File: src/hw/vsd_pkg.sv
// package for the board control block of a bus-to-SCSI dma interface
// assumes one 100 MHz clock domain; shared by the main block and the channel file
package vsd_pkg;
    // control register field positions
    localparam int CTL_IRQ_LSB   = 0;
    localparam int CTL_IRQ_MSB   = 2;
    localparam int CTL_GATE_BIT  = 3;
    localparam int CTL_BRQ_LSB   = 4;
    localparam int CTL_BRQ_MSB   = 5;
    localparam int CTL_SPARE_BIT = 6;
    localparam int CTL_RST_BIT   = 7;
    localparam logic [7:0] CTL_RESET_VAL = 8'h00;
    localparam logic [7:0] CTL_WR_MASK   = 8'hBF;
    // channel register indices (per channel, word wide)
    localparam logic [3:0] CH_REG_CTL    = 4'h0;
    localparam logic [3:0] CH_REG_STAT   = 4'h1;
    localparam logic [3:0] CH_REG_PRIO   = 4'h2;
    localparam logic [3:0] CH_REG_ERR    = 4'h3;
    localparam logic [3:0] CH_REG_MTC    = 4'h4;
    localparam logic [3:0] CH_REG_BTC    = 4'h5;
    localparam logic [3:0] CH_REG_MAR    = 4'h6;
    localparam logic [3:0] CH_REG_BAR    = 4'h7;
    localparam logic [3:0] CH_REG_DAR    = 4'h8;
    localparam logic [3:0] CH_REG_NIV    = 4'h9;
    localparam logic [3:0] CH_REG_EIV    = 4'hA;
    localparam logic [3:0] CH_REG_OPC    = 4'hB;
    localparam logic [3:0] CH_REG_SEQ    = 4'hC;
    localparam logic [3:0] CH_REG_FC     = 4'hD;
    localparam logic [3:0] CH_REG_GEN    = 4'hE;
    // channel control bits
    localparam int CC_START = 7;
    localparam int CC_CONT  = 6;
    localparam int CC_INTEN = 3;
    // channel status bits
    localparam int CS_COMPLETE = 7;
    localparam int CS_BLOCK    = 6;
    localparam int CS_ERROR    = 4;
    localparam int CS_ACTIVE   = 3;
    // operation control: chain mode field and size
    localparam int OC_CHAIN_LSB = 2;
    localparam logic [1:0] CHAIN_NONE  = 2'h0;
    localparam logic [1:0] CHAIN_ARRAY = 2'h2;
    localparam int OC_DUAL = 7;
    localparam int OC_WORD = 4;
    localparam logic [7:0] VEC_UNINIT = 8'h0F;
    // interrupter re-arm wait: 125 ns of negated local request
    localparam int IRQ_REARM_NS  = 125;
    localparam int CLK_PERIOD_NS = 10;
    localparam int IRQ_REARM_CYC = (IRQ_REARM_NS + CLK_PERIOD_NS - 1) / CLK_PERIOD_NS;
    localparam int NUM_CH = 2;
    typedef enum logic [1:0] {BRQ_IDLE, BRQ_WAIT, BRQ_OWN} vsd_brq_type;
    typedef enum logic [1:0] {IRQ_IDLE, IRQ_PEND, IRQ_REARM} vsd_irq_type;
endpackage

File: src/hw/vsd_board_ctl.sv
// board control: control register, interrupter, bus requester, am code, channels
// assumes host access strobes on clk_i; pins from the bus pass two flip-flops
`timescale 1ns/1ps
`default_nettype none
module vsd_board_ctl (
    // clock and reset
    input  wire logic        clk_i,
    input  wire logic        resetn_i,
    input  wire logic        en_i,
    // control register access
    input  wire logic        ctl_wr_i,
    input  wire logic [7:0]  ctl_wdata_i,
    output logic      [7:0]  ctl_rdata_o,
    // dma register access
    input  wire logic        dma_wr_i,
    input  wire logic        dma_ch_i,
    input  wire logic [3:0]  dma_idx_i,
    input  wire logic [15:0] dma_wdata_i,
    output logic      [15:0] dma_rdata_o,
    // transfer engine
    input  wire logic [vsd_pkg::NUM_CH-1:0] xfer_done_i,
    input  wire logic        bus_err_i,
    input  wire logic        addr_err_i,
    output logic      [vsd_pkg::NUM_CH-1:0] busy_o,
    // pins: scsi side
    input  wire logic        scsi_rst_pin_i,
    input  wire logic        scsi_ctrl_irq_i,
    output logic             scsi_rst_o,
    output logic             scsi_rst_oe_o,
    output logic             scsi_ctrl_rst_o,
    // pins: vme interrupter and requester
    input  wire logic        iack_i,
    input  wire logic        bus_grant_i,
    output logic      [7:1]  irq_n_o,
    output logic      [3:0]  br_n_o,
    output logic             bus_own_o,
    output logic      [7:0]  iack_vector_o,
    output logic      [5:0]  am_o,
    output logic             periph_ctl_in_a_o,
    output logic             periph_ctl_in_b_o
);
    import vsd_pkg::*;

    function automatic logic [5:0] fc_to_am(input logic [2:0] fc);
        logic [5:0] am;
        am = 6'h00;
        am[5] = 1'b1;
        am[3] = 1'b1;
        am[2] = fc[2];
        am[4] = (fc[1:0] != 2'h0);
        am[1] = fc[1];
        am[0] = ~fc[1];
        return am;
    endfunction

    logic [7:0] ctl_ff;
    logic [1:0] rst_sync_ff, sirq_sync_ff, iack_sync_ff, bg_sync_ff;
    vsd_irq_type irq_st_ff;
    vsd_brq_type brq_st_ff;
    logic [3:0] rearm_ff;
    logic [7:0] vec_ff;
    logic [5:0] am_ff;

    // two-stage input synchronisers
    always_ff @(posedge clk_i or negedge resetn_i) begin
        if (!resetn_i) begin
            rst_sync_ff  <= 2'h0;
            sirq_sync_ff <= 2'h0;
            iack_sync_ff <= 2'h0;
            bg_sync_ff   <= 2'h0;
        end else if (en_i) begin
            rst_sync_ff  <= {rst_sync_ff[0], scsi_rst_pin_i};
            sirq_sync_ff <= {sirq_sync_ff[0], scsi_ctrl_irq_i};
            iack_sync_ff <= {iack_sync_ff[0], iack_i};
            bg_sync_ff   <= {bg_sync_ff[0], bus_grant_i};
        end
    end
    wire scsi_rst_live = rst_sync_ff[1];
    wire iack_seen     = iack_sync_ff[1];
    wire grant_seen    = bg_sync_ff[1];

    always_ff @(posedge clk_i or negedge resetn_i) begin
        if (!resetn_i)
            ctl_ff <= CTL_RESET_VAL;
        else if (en_i && ctl_wr_i)
            ctl_ff <= ctl_wdata_i & CTL_WR_MASK;
    end
    wire [2:0] irq_level  = ctl_ff[CTL_IRQ_MSB:CTL_IRQ_LSB];
    wire       irq_gate   = ctl_ff[CTL_GATE_BIT];
    wire [1:0] brq_level  = ctl_ff[CTL_BRQ_MSB:CTL_BRQ_LSB];
    wire       rst_drive  = ctl_ff[CTL_RST_BIT];

    assign ctl_rdata_o = {scsi_rst_live, 1'b0, ctl_ff[5:0]};
    assign scsi_rst_o      = 1'b1;
    assign scsi_rst_oe_o   = rst_drive;
    assign scsi_ctrl_rst_o = rst_drive || !resetn_i;
    assign periph_ctl_in_b_o = scsi_rst_live;
    assign periph_ctl_in_a_o = sirq_sync_ff[1];

    // channels; channel 0 has higher priority
    logic [NUM_CH-1:0] ch_irq;
    logic [7:0]  ch_vec [NUM_CH];
    logic [2:0]  ch_fc  [NUM_CH];
    logic [15:0] ch_rd  [NUM_CH];
    genvar g;
    generate
        for (g = 0; g < NUM_CH; g++) begin : gen_ch
            vsd_chan u_chan (
                .clk_i       (clk_i),
                .resetn_i    (resetn_i),
                .en_i        (en_i),
                .wr_i        (dma_wr_i && (dma_ch_i == 1'(g))),
                .idx_i       (dma_idx_i),
                .wdata_i     (dma_wdata_i),
                .rdata_o     (ch_rd[g]),
                .xfer_done_i (xfer_done_i[g]),
                .bus_err_i   (bus_err_i && busy_o[g]),
                .addr_err_i  (addr_err_i && busy_o[g]),
                .preempt_i   ((g != 0) && busy_o[0]),
                .busy_o      (busy_o[g]),
                .irq_o       (ch_irq[g]),
                .vector_o    (ch_vec[g]),
                .fc_o        (ch_fc[g])
            );
        end
    endgenerate
    assign dma_rdata_o = ch_rd[dma_ch_i];
    wire       dma_irq  = |ch_irq;
    wire       sel_hi   = ch_irq[0] || !ch_irq[1];
    wire [7:0] irq_vec  = sel_hi ? ch_vec[0] : ch_vec[1];
    wire       dma_req  = |busy_o;
    wire [2:0] act_fc   = busy_o[0] ? ch_fc[0] : ch_fc[1];

    wire local_irq = dma_irq && irq_gate;

    always_ff @(posedge clk_i or negedge resetn_i) begin
        if (!resetn_i) begin
            irq_st_ff <= IRQ_IDLE;
            rearm_ff  <= 4'h0;
            vec_ff    <= 8'h00;
        end else if (en_i) begin
            unique case (irq_st_ff)
                IRQ_IDLE:
                    if (local_irq && irq_level != 3'h0)
                        irq_st_ff <= IRQ_PEND;
                IRQ_PEND:
                    if (iack_seen) begin
                        vec_ff    <= irq_vec;
                        irq_st_ff <= IRQ_REARM;
                        rearm_ff  <= 4'h0;
                    end
                IRQ_REARM:
                    if (local_irq)
                        rearm_ff <= 4'h0;
                    else if (rearm_ff == 4'(IRQ_REARM_CYC - 1))
                        irq_st_ff <= IRQ_IDLE;
                    else
                        rearm_ff <= rearm_ff + 4'h1;
                default:
                    irq_st_ff <= IRQ_IDLE;
            endcase
        end
    end
    assign iack_vector_o = vec_ff;

    always_comb begin
        irq_n_o = 7'h7F;
        if (irq_st_ff == IRQ_PEND && irq_level != 3'h0)
            irq_n_o[irq_level] = 1'b0;
    end

    always_ff @(posedge clk_i or negedge resetn_i) begin
        if (!resetn_i)
            brq_st_ff <= BRQ_IDLE;
        else if (en_i) begin
            unique case (brq_st_ff)
                BRQ_IDLE: if (dma_req) brq_st_ff <= BRQ_WAIT;
                BRQ_WAIT: if (!dma_req) brq_st_ff <= BRQ_IDLE;
                          else if (grant_seen) brq_st_ff <= BRQ_OWN;
                BRQ_OWN:  if (!dma_req) brq_st_ff <= BRQ_IDLE;
                default:  brq_st_ff <= BRQ_IDLE;
            endcase
        end
    end
    always_comb begin
        br_n_o = 4'hF;
        if (brq_st_ff == BRQ_WAIT)
            br_n_o[brq_level] = 1'b0;
    end
    assign bus_own_o = (brq_st_ff == BRQ_OWN);

    always_ff @(posedge clk_i or negedge resetn_i) begin
        if (!resetn_i)
            am_ff <= 6'h00;
        else if (en_i)
            am_ff <= fc_to_am(act_fc);
    end
    assign am_o = am_ff;
endmodule
`default_nettype wire

File: src/hw/vsd_chan.sv
// one dma channel register set with start, complete, continue and chain behaviour
// assumes a transfer engine outside that reports operand done and errors
`timescale 1ns/1ps
`default_nettype none
module vsd_chan (
    // clock and reset
    input  wire logic        clk_i,
    input  wire logic        resetn_i,
    input  wire logic        en_i,
    // register access
    input  wire logic        wr_i,
    input  wire logic [3:0]  idx_i,
    input  wire logic [15:0] wdata_i,
    output logic      [15:0] rdata_o,
    // transfer engine
    input  wire logic        xfer_done_i,
    input  wire logic        bus_err_i,
    input  wire logic        addr_err_i,
    input  wire logic        preempt_i,
    output logic             busy_o,
    output logic             irq_o,
    output logic       [7:0] vector_o,
    output logic       [2:0] fc_o
);
    import vsd_pkg::*;
    logic [7:0]  ctl_ff, stat_ff, prio_ff, err_ff, niv_ff, eiv_ff, opc_ff, seq_ff, fc_ff;
    logic [15:0] mtc_ff, btc_ff, mar_ff, bar_ff, dar_ff;
    logic        run_ff;
    wire         wr_ctl   = wr_i && idx_i == CH_REG_CTL;
    wire         fault    = bus_err_i || addr_err_i;
    // any channel other than 0 pauses while channel 0 is busy
    wire         step     = run_ff && xfer_done_i && !preempt_i;
    wire         blk_end  = step && mtc_ff == 16'h0001;
    wire [1:0]   chain    = opc_ff[OC_CHAIN_LSB +: 2];
    wire         reload   = blk_end && (ctl_ff[CC_CONT] || (chain == CHAIN_ARRAY && btc_ff != 16'h0000));
    wire         finish   = (blk_end && !reload) || (run_ff && fault);
    wire [15:0]  stride   = opc_ff[OC_WORD] ? 16'h0002 : 16'h0001;
    always_ff @(posedge clk_i or negedge resetn_i) begin
        if (!resetn_i) begin
            ctl_ff <= 8'h00; stat_ff <= 8'h00; prio_ff <= 8'h00; err_ff <= 8'h00;
            opc_ff <= 8'h00; seq_ff <= 8'h00; fc_ff <= 8'h00;
            niv_ff <= VEC_UNINIT; eiv_ff <= VEC_UNINIT;
            mtc_ff <= 16'h0000; btc_ff <= 16'h0000; mar_ff <= 16'h0000;
            bar_ff <= 16'h0000; dar_ff <= 16'h0000; run_ff <= 1'b0;
        end else if (en_i) begin
            if (wr_i) begin
                unique case (idx_i)
                    CH_REG_STAT: stat_ff <= stat_ff & ~wdata_i[7:0];
                    CH_REG_PRIO: prio_ff <= wdata_i[7:0];
                    CH_REG_MTC:  mtc_ff  <= wdata_i;
                    CH_REG_BTC:  btc_ff  <= wdata_i;
                    CH_REG_MAR:  mar_ff  <= wdata_i;
                    CH_REG_BAR:  bar_ff  <= wdata_i;
                    CH_REG_DAR:  dar_ff  <= wdata_i;
                    CH_REG_NIV:  niv_ff  <= wdata_i[7:0];
                    CH_REG_EIV:  eiv_ff  <= wdata_i[7:0];
                    CH_REG_OPC:  opc_ff  <= wdata_i[7:0];
                    CH_REG_SEQ:  seq_ff  <= wdata_i[7:0];
                    CH_REG_FC:   fc_ff   <= wdata_i[7:0];
                    default: ;
                endcase
            end
            if (wr_ctl) begin
                ctl_ff <= wdata_i[7:0];
                if (wdata_i[CC_START] && !run_ff) begin
                    run_ff <= 1'b1;
                    stat_ff[CS_ACTIVE] <= 1'b1;
                end
            end
            if (step) begin
                mtc_ff <= mtc_ff - 16'h0001;
                mar_ff <= seq_ff[1] ? mar_ff - stride : mar_ff + stride;
                if (opc_ff[OC_DUAL])
                    dar_ff <= seq_ff[3] ? dar_ff - stride : dar_ff + stride;
            end
            if (reload) begin
                stat_ff[CS_BLOCK] <= 1'b1;
                if (chain == CHAIN_ARRAY) begin
                    btc_ff <= btc_ff - 16'h0001;
                    bar_ff <= bar_ff + 16'h0002;
                    mar_ff <= bar_ff;
                    mtc_ff <= btc_ff;
                end else begin
                    mtc_ff <= btc_ff;
                    mar_ff <= bar_ff;
                    ctl_ff[CC_CONT] <= 1'b0;
                end
            end
            if (finish) begin
                run_ff <= 1'b0;
                stat_ff[CS_COMPLETE] <= 1'b1;
                stat_ff[CS_ACTIVE] <= 1'b0;
                ctl_ff[CC_START] <= 1'b0;
                if (fault) begin
                    stat_ff[CS_ERROR] <= 1'b1;
                    err_ff <= {6'h00, addr_err_i, bus_err_i};
                end
            end
        end
    end
    assign irq_o    = ctl_ff[CC_INTEN] && stat_ff[CS_COMPLETE];
    assign vector_o = stat_ff[CS_ERROR] ? eiv_ff : niv_ff;
    assign busy_o   = run_ff;
    assign fc_o     = fc_ff[2:0];
    always_comb begin
        unique case (idx_i)
            CH_REG_CTL:  rdata_o = {8'h00, ctl_ff};
            CH_REG_STAT: rdata_o = {8'h00, stat_ff};
            CH_REG_PRIO: rdata_o = {8'h00, prio_ff};
            CH_REG_ERR:  rdata_o = {8'h00, err_ff};
            CH_REG_MTC:  rdata_o = mtc_ff;
            CH_REG_BTC:  rdata_o = btc_ff;
            CH_REG_MAR:  rdata_o = mar_ff;
            CH_REG_BAR:  rdata_o = bar_ff;
            CH_REG_DAR:  rdata_o = dar_ff;
            CH_REG_NIV:  rdata_o = {8'h00, niv_ff};
            CH_REG_EIV:  rdata_o = {8'h00, eiv_ff};
            CH_REG_OPC:  rdata_o = {8'h00, opc_ff};
            CH_REG_SEQ:  rdata_o = {8'h00, seq_ff};
            CH_REG_FC:   rdata_o = {8'h00, fc_ff};
            default:     rdata_o = 16'h0000;
        endcase
    end
endmodule
`default_nettype wire

File: config.mk
export PLATFORM = sky130hd
export DESIGN_NAME = vsd_board_ctl
export DESIGN_NICKNAME = d
export VERILOG_FILES = /design/src/hw/vsd_pkg.sv /design/src/hw/vsd_board_ctl.sv /design/src/hw/vsd_chan.sv
export SDC_FILE = /design/constraint.sdc
export NUM_CORES = 1
export LEC_CHECK = 0
export BUFFER_PORTS_ARGS = -buffer_cell sky130_fd_sc_hd__buf_2
export CAP_MARGIN = 40
export CORE_MARGIN = 5
export CORE_UTILIZATION = 30
export DETAILED_ROUTE_END_ITERATION = 8
export PLACE_DENSITY = 0.54
export SYNTH_ARGS = -nofsm -noshare
export SYNTH_HDL_FRONTEND = slang
export SYNTH_SLANG_ARGS = --single-unit
File: constraint.sdc
create_clock -name clk_i -period 3.9 [get_ports clk_i]
set_input_delay 0.78 -clock clk_i [delete_from_list [all_inputs] [get_ports clk_i]]
set_output_delay 0.78 -clock clk_i [all_outputs]
set_load 0.005 [all_outputs]
== Word level (Yosys, flattened, before mapping) ==
Cells that the tools add are included.

* Add/subtract/negate cells: 15
* Magnitude comparators: 5
* Equal/unequal tests: 30
* Mux-type cells: 103
* Bitwise logic cells: 8
* Reductions and logical operators: 107

{| class="wikitable"
|+ Operators with widths
! cell !! number
|-
| 2-to-1 mux 16 bit || 45
|-
| case mux 16 bit (14 select lines) || 2
|-
| AND reduction 3 bit || 27
|-
| 2-to-1 mux 8 bit || 9
|-
| adder 16 bit || 4
|-
| subtractor 16 x 1 -> 16 bit, second input constant || 4
|-
| subtractor 16 bit || 4
|-
| adder 16 x 2 -> 16 bit, second input constant || 2
|-
| == test 16 x 1 -> 1 bit, second input constant || 2
|-
| nonzero test 16 bit || 2
|-
| logical AND 1 bit || 31
|-
| == test 4 bit, second input constant || 7
|-
| nonzero test 2 bit || 14
|-
| 2-to-1 mux 1 bit || 24
|-
| 2-to-1 mux 2 bit || 12
|-
| nonzero test 3 bit || 7
|-
| AND 8 bit || 2
|-
| == test 4 x 3 -> 1 bit, second input constant || 4
|-
| 2-to-1 mux 4 bit || 4
|-
| != test 2 bit, second input constant || 6
|-
| case mux 2 bit (3 select lines) || 2
|-
| == test 2 bit, second input constant || 4
|-
| == test 4 x 2 -> 1 bit, second input constant || 2
|-
| logical OR 1 bit || 8
|-
| 26 further kinds || 40
|}

* Register bits after elaboration: 331
* Input port bits: 42
* Output and inout bits: 57
* Logic and storage cells: 318

== Depth between registers and ports, before layout ==
* Depth in word-level cells: 9
* Mapped depth: 13
* Mapped depth without buffers: 12

== Hierarchy ==
A second synthesis with hierarchy kept.

* Cells, all modules: 2447
* Area, all modules: 21992.3 sq um

{| class="wikitable"
|+ Modules (own cells, without submodules)
! module !! times used !! cells each !! area each (sq um) !! seq. area each (sq um)
|-
| vsd_chan at gen_ch[1].u_chan || 1 || 1142 || 10028.4 || 3688.5
|-
| vsd_chan at gen_ch[0].u_chan || 1 || 1116 || 9950.8 || 3688.5
|-
| vsd_board_ctl || 1 || 189 || 2013.2 || 900.9
|}

== Worst setup path before layout ==
No wires, ideal clock.

* Path type: input to output
* From: input dma_idx_i[3]
* To: output dma_rdata_o[10]
* Arrival: 2361 ps
* Data required time: 3120 ps
* Path slack: 759 ps
* Cell stages on the path: 8
* Path through: clkbuf_1 > nand2b_1 > clkbuf_1 > nor2_1 > clkbuf_1 > a22oi_1 > and4_1 > a31oi_1

* Cells in the longest elaborated chain, start to end: 5
* Elaborated cells on any way between the ends: 19
* Those cells by class: eq/ne (13); mux (5); reduce/logical (1)

{| class="wikitable"
|+ Ends and longest elaborated chain
! what !! line !! RTL
|-
| from (decl) || vsd_board_ctl.sv:17 || <nowiki>input wire logic [3:0] dma_idx_i,</nowiki>
|-
| == test 4 bit, or another cell as far along || vsd_chan.sv:106 || <nowiki>unique case (idx_i)</nowiki>
|-
| case mux 16 bit (14 select lines) || vsd_chan.sv:106 ||
|-
| 2-to-1 mux 16 bit (implied by the code) * (3 in a row) || vsd_board_ctl.sv:127 || <nowiki>assign dma_rdata_o = ch_rd[dma_ch_i];</nowiki>
|-
| to (decl) || vsd_board_ctl.sv:19 || <nowiki>output logic [15:0] dma_rdata_o,</nowiki>
|}

Mark *: on every way between the ends. The rest lies on a longest branch, timed or not. The select of a mux whose other input is x is not followed.

== Worst setup path after layout ==
* From: input dma_idx_i[0]
* To: output dma_rdata_o[2]

The elaborated chain is that of the path after synthesis.

==> results.toml <==
[synthesis]
synth.avg_cell_area_um2 = 8.623
yosys-top-cells-area = "dfrtp_1, mux2_2, a21oi_1"
yosys.area.top_type_share = 0.3642
synthCells = 2502
yosys.cell_types.count = 85
yosysTopAreaCell = "dfrtp_1"
ys_warn_count = 0
syn_nets = 2621
yosys_most_used_dff = "dfrtp_1"
synth_edf_count = 0
async_flop_share = 1.000
synth_seq_area_share = 0.3837
netlist_area_um2 = 21580
synth.ff_latch_count = 330

[die]
die_h_um = 278.2
dieArea_um2 = 77380
num_rows = 98
die_w_um = 278.2
io_pins = 99
fp.coreArea_um2 = 71360
start_util = 0.3023

[clock_network]
ctsResizeCount = 0
cts_made_buffers = 42
clk_pin_slew_ps = 60
clk_latency_ps = 590
htree_levels = 2
postCtsSetupBuffers = 0
cts.path.max_buffers = 3
cts_root_buffer = "clkbuf_16"
cts_tree = "done"
cts.sinks = 330
cts_hold_buf = 0

[worst_hold_path]
worstHoldPathType = "primary input to async pin"

[global_route]
track_usage = 0.2157
grt_pass1_wl_um = 130600
grt_pass1_vias = 20550
antenna_found_initial = 2
grt_max_degree = 136
overflow = 0

[pwr]
static-leakage-power_nw = 10.73
vdd_drop_max_mv = 0.3350
power.density_nw_per_um2 = 537.2

[place]
gp_congestion = 0.9604
hpwl_um = 63160
pre_cts_slack_ps = 202.1
port_buffers = 95
place_area_um2 = 23560

[setup_path]
critPathKind = "primary input to output pin"
crit_fanout = 19
regToRegEndpoint = "gen_ch[0].u_chan.dar_ff[15]"
critPathLaunchType = "primary input"
cp.required_ps = 3120
crit_start = "dma_idx_i[0]"
reg2regPathDepth = 10
critical_path.endpoint = "dma_rdata_o[2]"
endpoint_kind = "output pin"
reg2reg_slack_ps = 490
arrival_ps = 2980
r2r_start = "gen_ch[0].u_chan.seq_ff[3]"

[layout]
fillCellCount = 7437
diodes = 0
drive_gt1_frac = 0.1771
final_util = 0.3498
design_area_um2 = 24970
syn2layout_area_growth_pct = 15.72
fin_nets = 2710

[sta]
setup_viol = 0
rsz0062_at_grt = "false"
fin_crit_ps = 3761
slew_viol_final = 0
fin_crit_sh = 0.9643
max_clock_freq_mhz = 265.9
tightestPinTransition_ps = 901.0
finalSetupTns_ps = 0
fin_ws_ps = 139.1
skew_ps = 28.64
slew_headroom = 0.3993
hold_violations = 0

[detailed_routing]
first_pass_iters = 6
wl_per_cell_um = 24.37
ant_nets = 0
vias = 21100
viasPerCell = 5.901
drt-initial-drc-count = 2332
wirelength_um = 87140
drc_errors = 0

[flow_run]
max_cap_violations = 0

[outcome]
status = "finished, final reports clean"
[critical path: stages]
cell	delay [ps]
buf_2	230
or2_2	450
nor3_1	310
buf_4	250
a221oi_1	100
o21ai_0	170
nor2_1	120
nor3_1	360
buf_2	200
[layout by cell type (no fill, tap or decap), types with 73 or more instances in the layout]
| master | synthesis | routed |
|---|---|---|
| o21ai_0 | 216 | 216 |
| buf_2 | 10 | 94 |
| ha_1 | 73 | 73 |
| nand3_1 | 96 | 96 |
| buf_4 | 7 | 102 |
| nand2_1 | 272 | 272 |
| nor2_1 | 210 | 205 |
| dfrtp_1 | 314 | 314 |
| mux2_2 | 141 | 141 |
| a21oi_1 | 223 | 223 |
[cell families after synthesis]
family                     count (synthesis)  synth area share
AOI/OAI and AO/OA                        815            0.2351
xor gates and xnor gates                  64           0.02598
adders and majority gates                 77           0.04605
buffers and inverters                    227           0.04204
DFF                                      330            0.3837
muxes                                    170           0.08762
other                                      2         0.0003481
and+or+nand+nor                          817            0.1792
[registers in the layout, summed over array words and instances, names as in the netlist, 4 cells and up]
name / cells
ctl_ff: 7
am_o: 5
gen_ch.u_chan.stat_ff: 16
gen_ch.u_chan.ctl_ff: 16
gen_ch.u_chan.prio_ff: 16
gen_ch.u_chan.mar_ff: 32
rearm_ff: 4
gen_ch.u_chan.mtc_ff: 32
gen_ch.u_chan.eiv_ff: 16
iack_vector_o: 8
gen_ch.u_chan.err_ff: 4
gen_ch.u_chan.fc_ff: 16
gen_ch.u_chan.niv_ff: 16
gen_ch.u_chan.bar_ff: 32
gen_ch.u_chan.btc_ff: 32
gen_ch.u_chan.dar_ff: 32
gen_ch.u_chan.seq_ff: 16
gen_ch.u_chan.opc_ff: 16
[worst min path at each step]
stage                                    start                          to  slack [ps]  depth (start not counted)
floorplan           gen_ch[1].u_chan.err_ff[1]  gen_ch[1].u_chan.err_ff[1]         440                          2
global placement                       am_o[1]                     am_o[1]         460                          1
detailed placement                     am_o[1]                     am_o[1]         470                          1
CTS                                   resetn_i                     am_o[1]         220                          2
global route                          resetn_i                     am_o[1]         240                          2
finish                                resetn_i                     am_o[1]         220                          2
[layout make-up]
type / count / area [um2] / area share
Clock buffer: 55 / 1150 / 0.04606
Clock inverter: 23 / 256.5 / 0.01027
Timing Repair Buffer: 206 / 1439 / 0.05763
Tap cell: 950 / 1189 / 0.04761
Multi-Input combinational cell: 1945 / 12410 / 0.4969
Inverter: 66 / 247.7 / 0.009923
Sequential cell: 330 / 8278 / 0.3316
[cell usage after synthesis (9+ instances only)]
library cell and number:
inv_1 65, and2_1 12, or2_2 10, a21o_1 19, and3_1 27, clkbuf_1 131
or4_1 13, buf_2 10, nand3_1 96, xnor2_1 31, nor3_1 43, nand2b_1 18
nor2b_1 21, nand4_1 15, o2111ai_1 9, nor2_1 210, o21ai_1 10, dfrtp_1 314
nand3b_1 9, a21boi_0 10, a21oi_1 223, a32oi_1 12, o21ai_0 216, dfstp_2 16
or3_1 23, buf_1 10, ha_1 73, nor4_1 15, o31ai_1 10, o211ai_1 25
nand2_1 272, o21a_1 26, a22o_1 10, a211oi_1 28, xor2_1 33, a31oi_1 32
mux2_2 141, a221oi_1 19, mux2i_1 28, a22oi_1 69, o22ai_1 36
[stage by stage]
step	cells	hold WS [ps]	total power, mW
finish	3575	221.7	13.41
global route	3575	239.0	14.12
CTS	3575	223.9	13.43
detailed placement	3497	468.4	9.339
global placement	3494	464.4	9.184
floorplan	2502	442.3	7.698
[routing by layer]
| metal | vias to the layer above | wire, um | share of wire | GRT usage |
|---|---|---|---|---|
| met2 | 1010 | 38620 | 0.44 | 0.3369 |
| met5 | - | 7 | 0.000080 | 0 |
| met3 | 198 | 7002 | 0.080 | 0.03490 |
| met1 | 10470 | 37830 | 0.43 | 0.3015 |
| met4 | 2 | 3685 | 0.042 | 0.08203 |
| li1 | 9420 | - | - | - |
[power by group]
part | internal (mW) | switching (mW) | total (mW)
Combinational | 1.68 | 2.28 | 3.96
Clock | 2.36 | 1.67 | 4.03
Sequential | 4.22 | 1.21 | 5.42
Total | 8.26 | 5.15 | 13.4
Power figures use the tool's default switching activity.
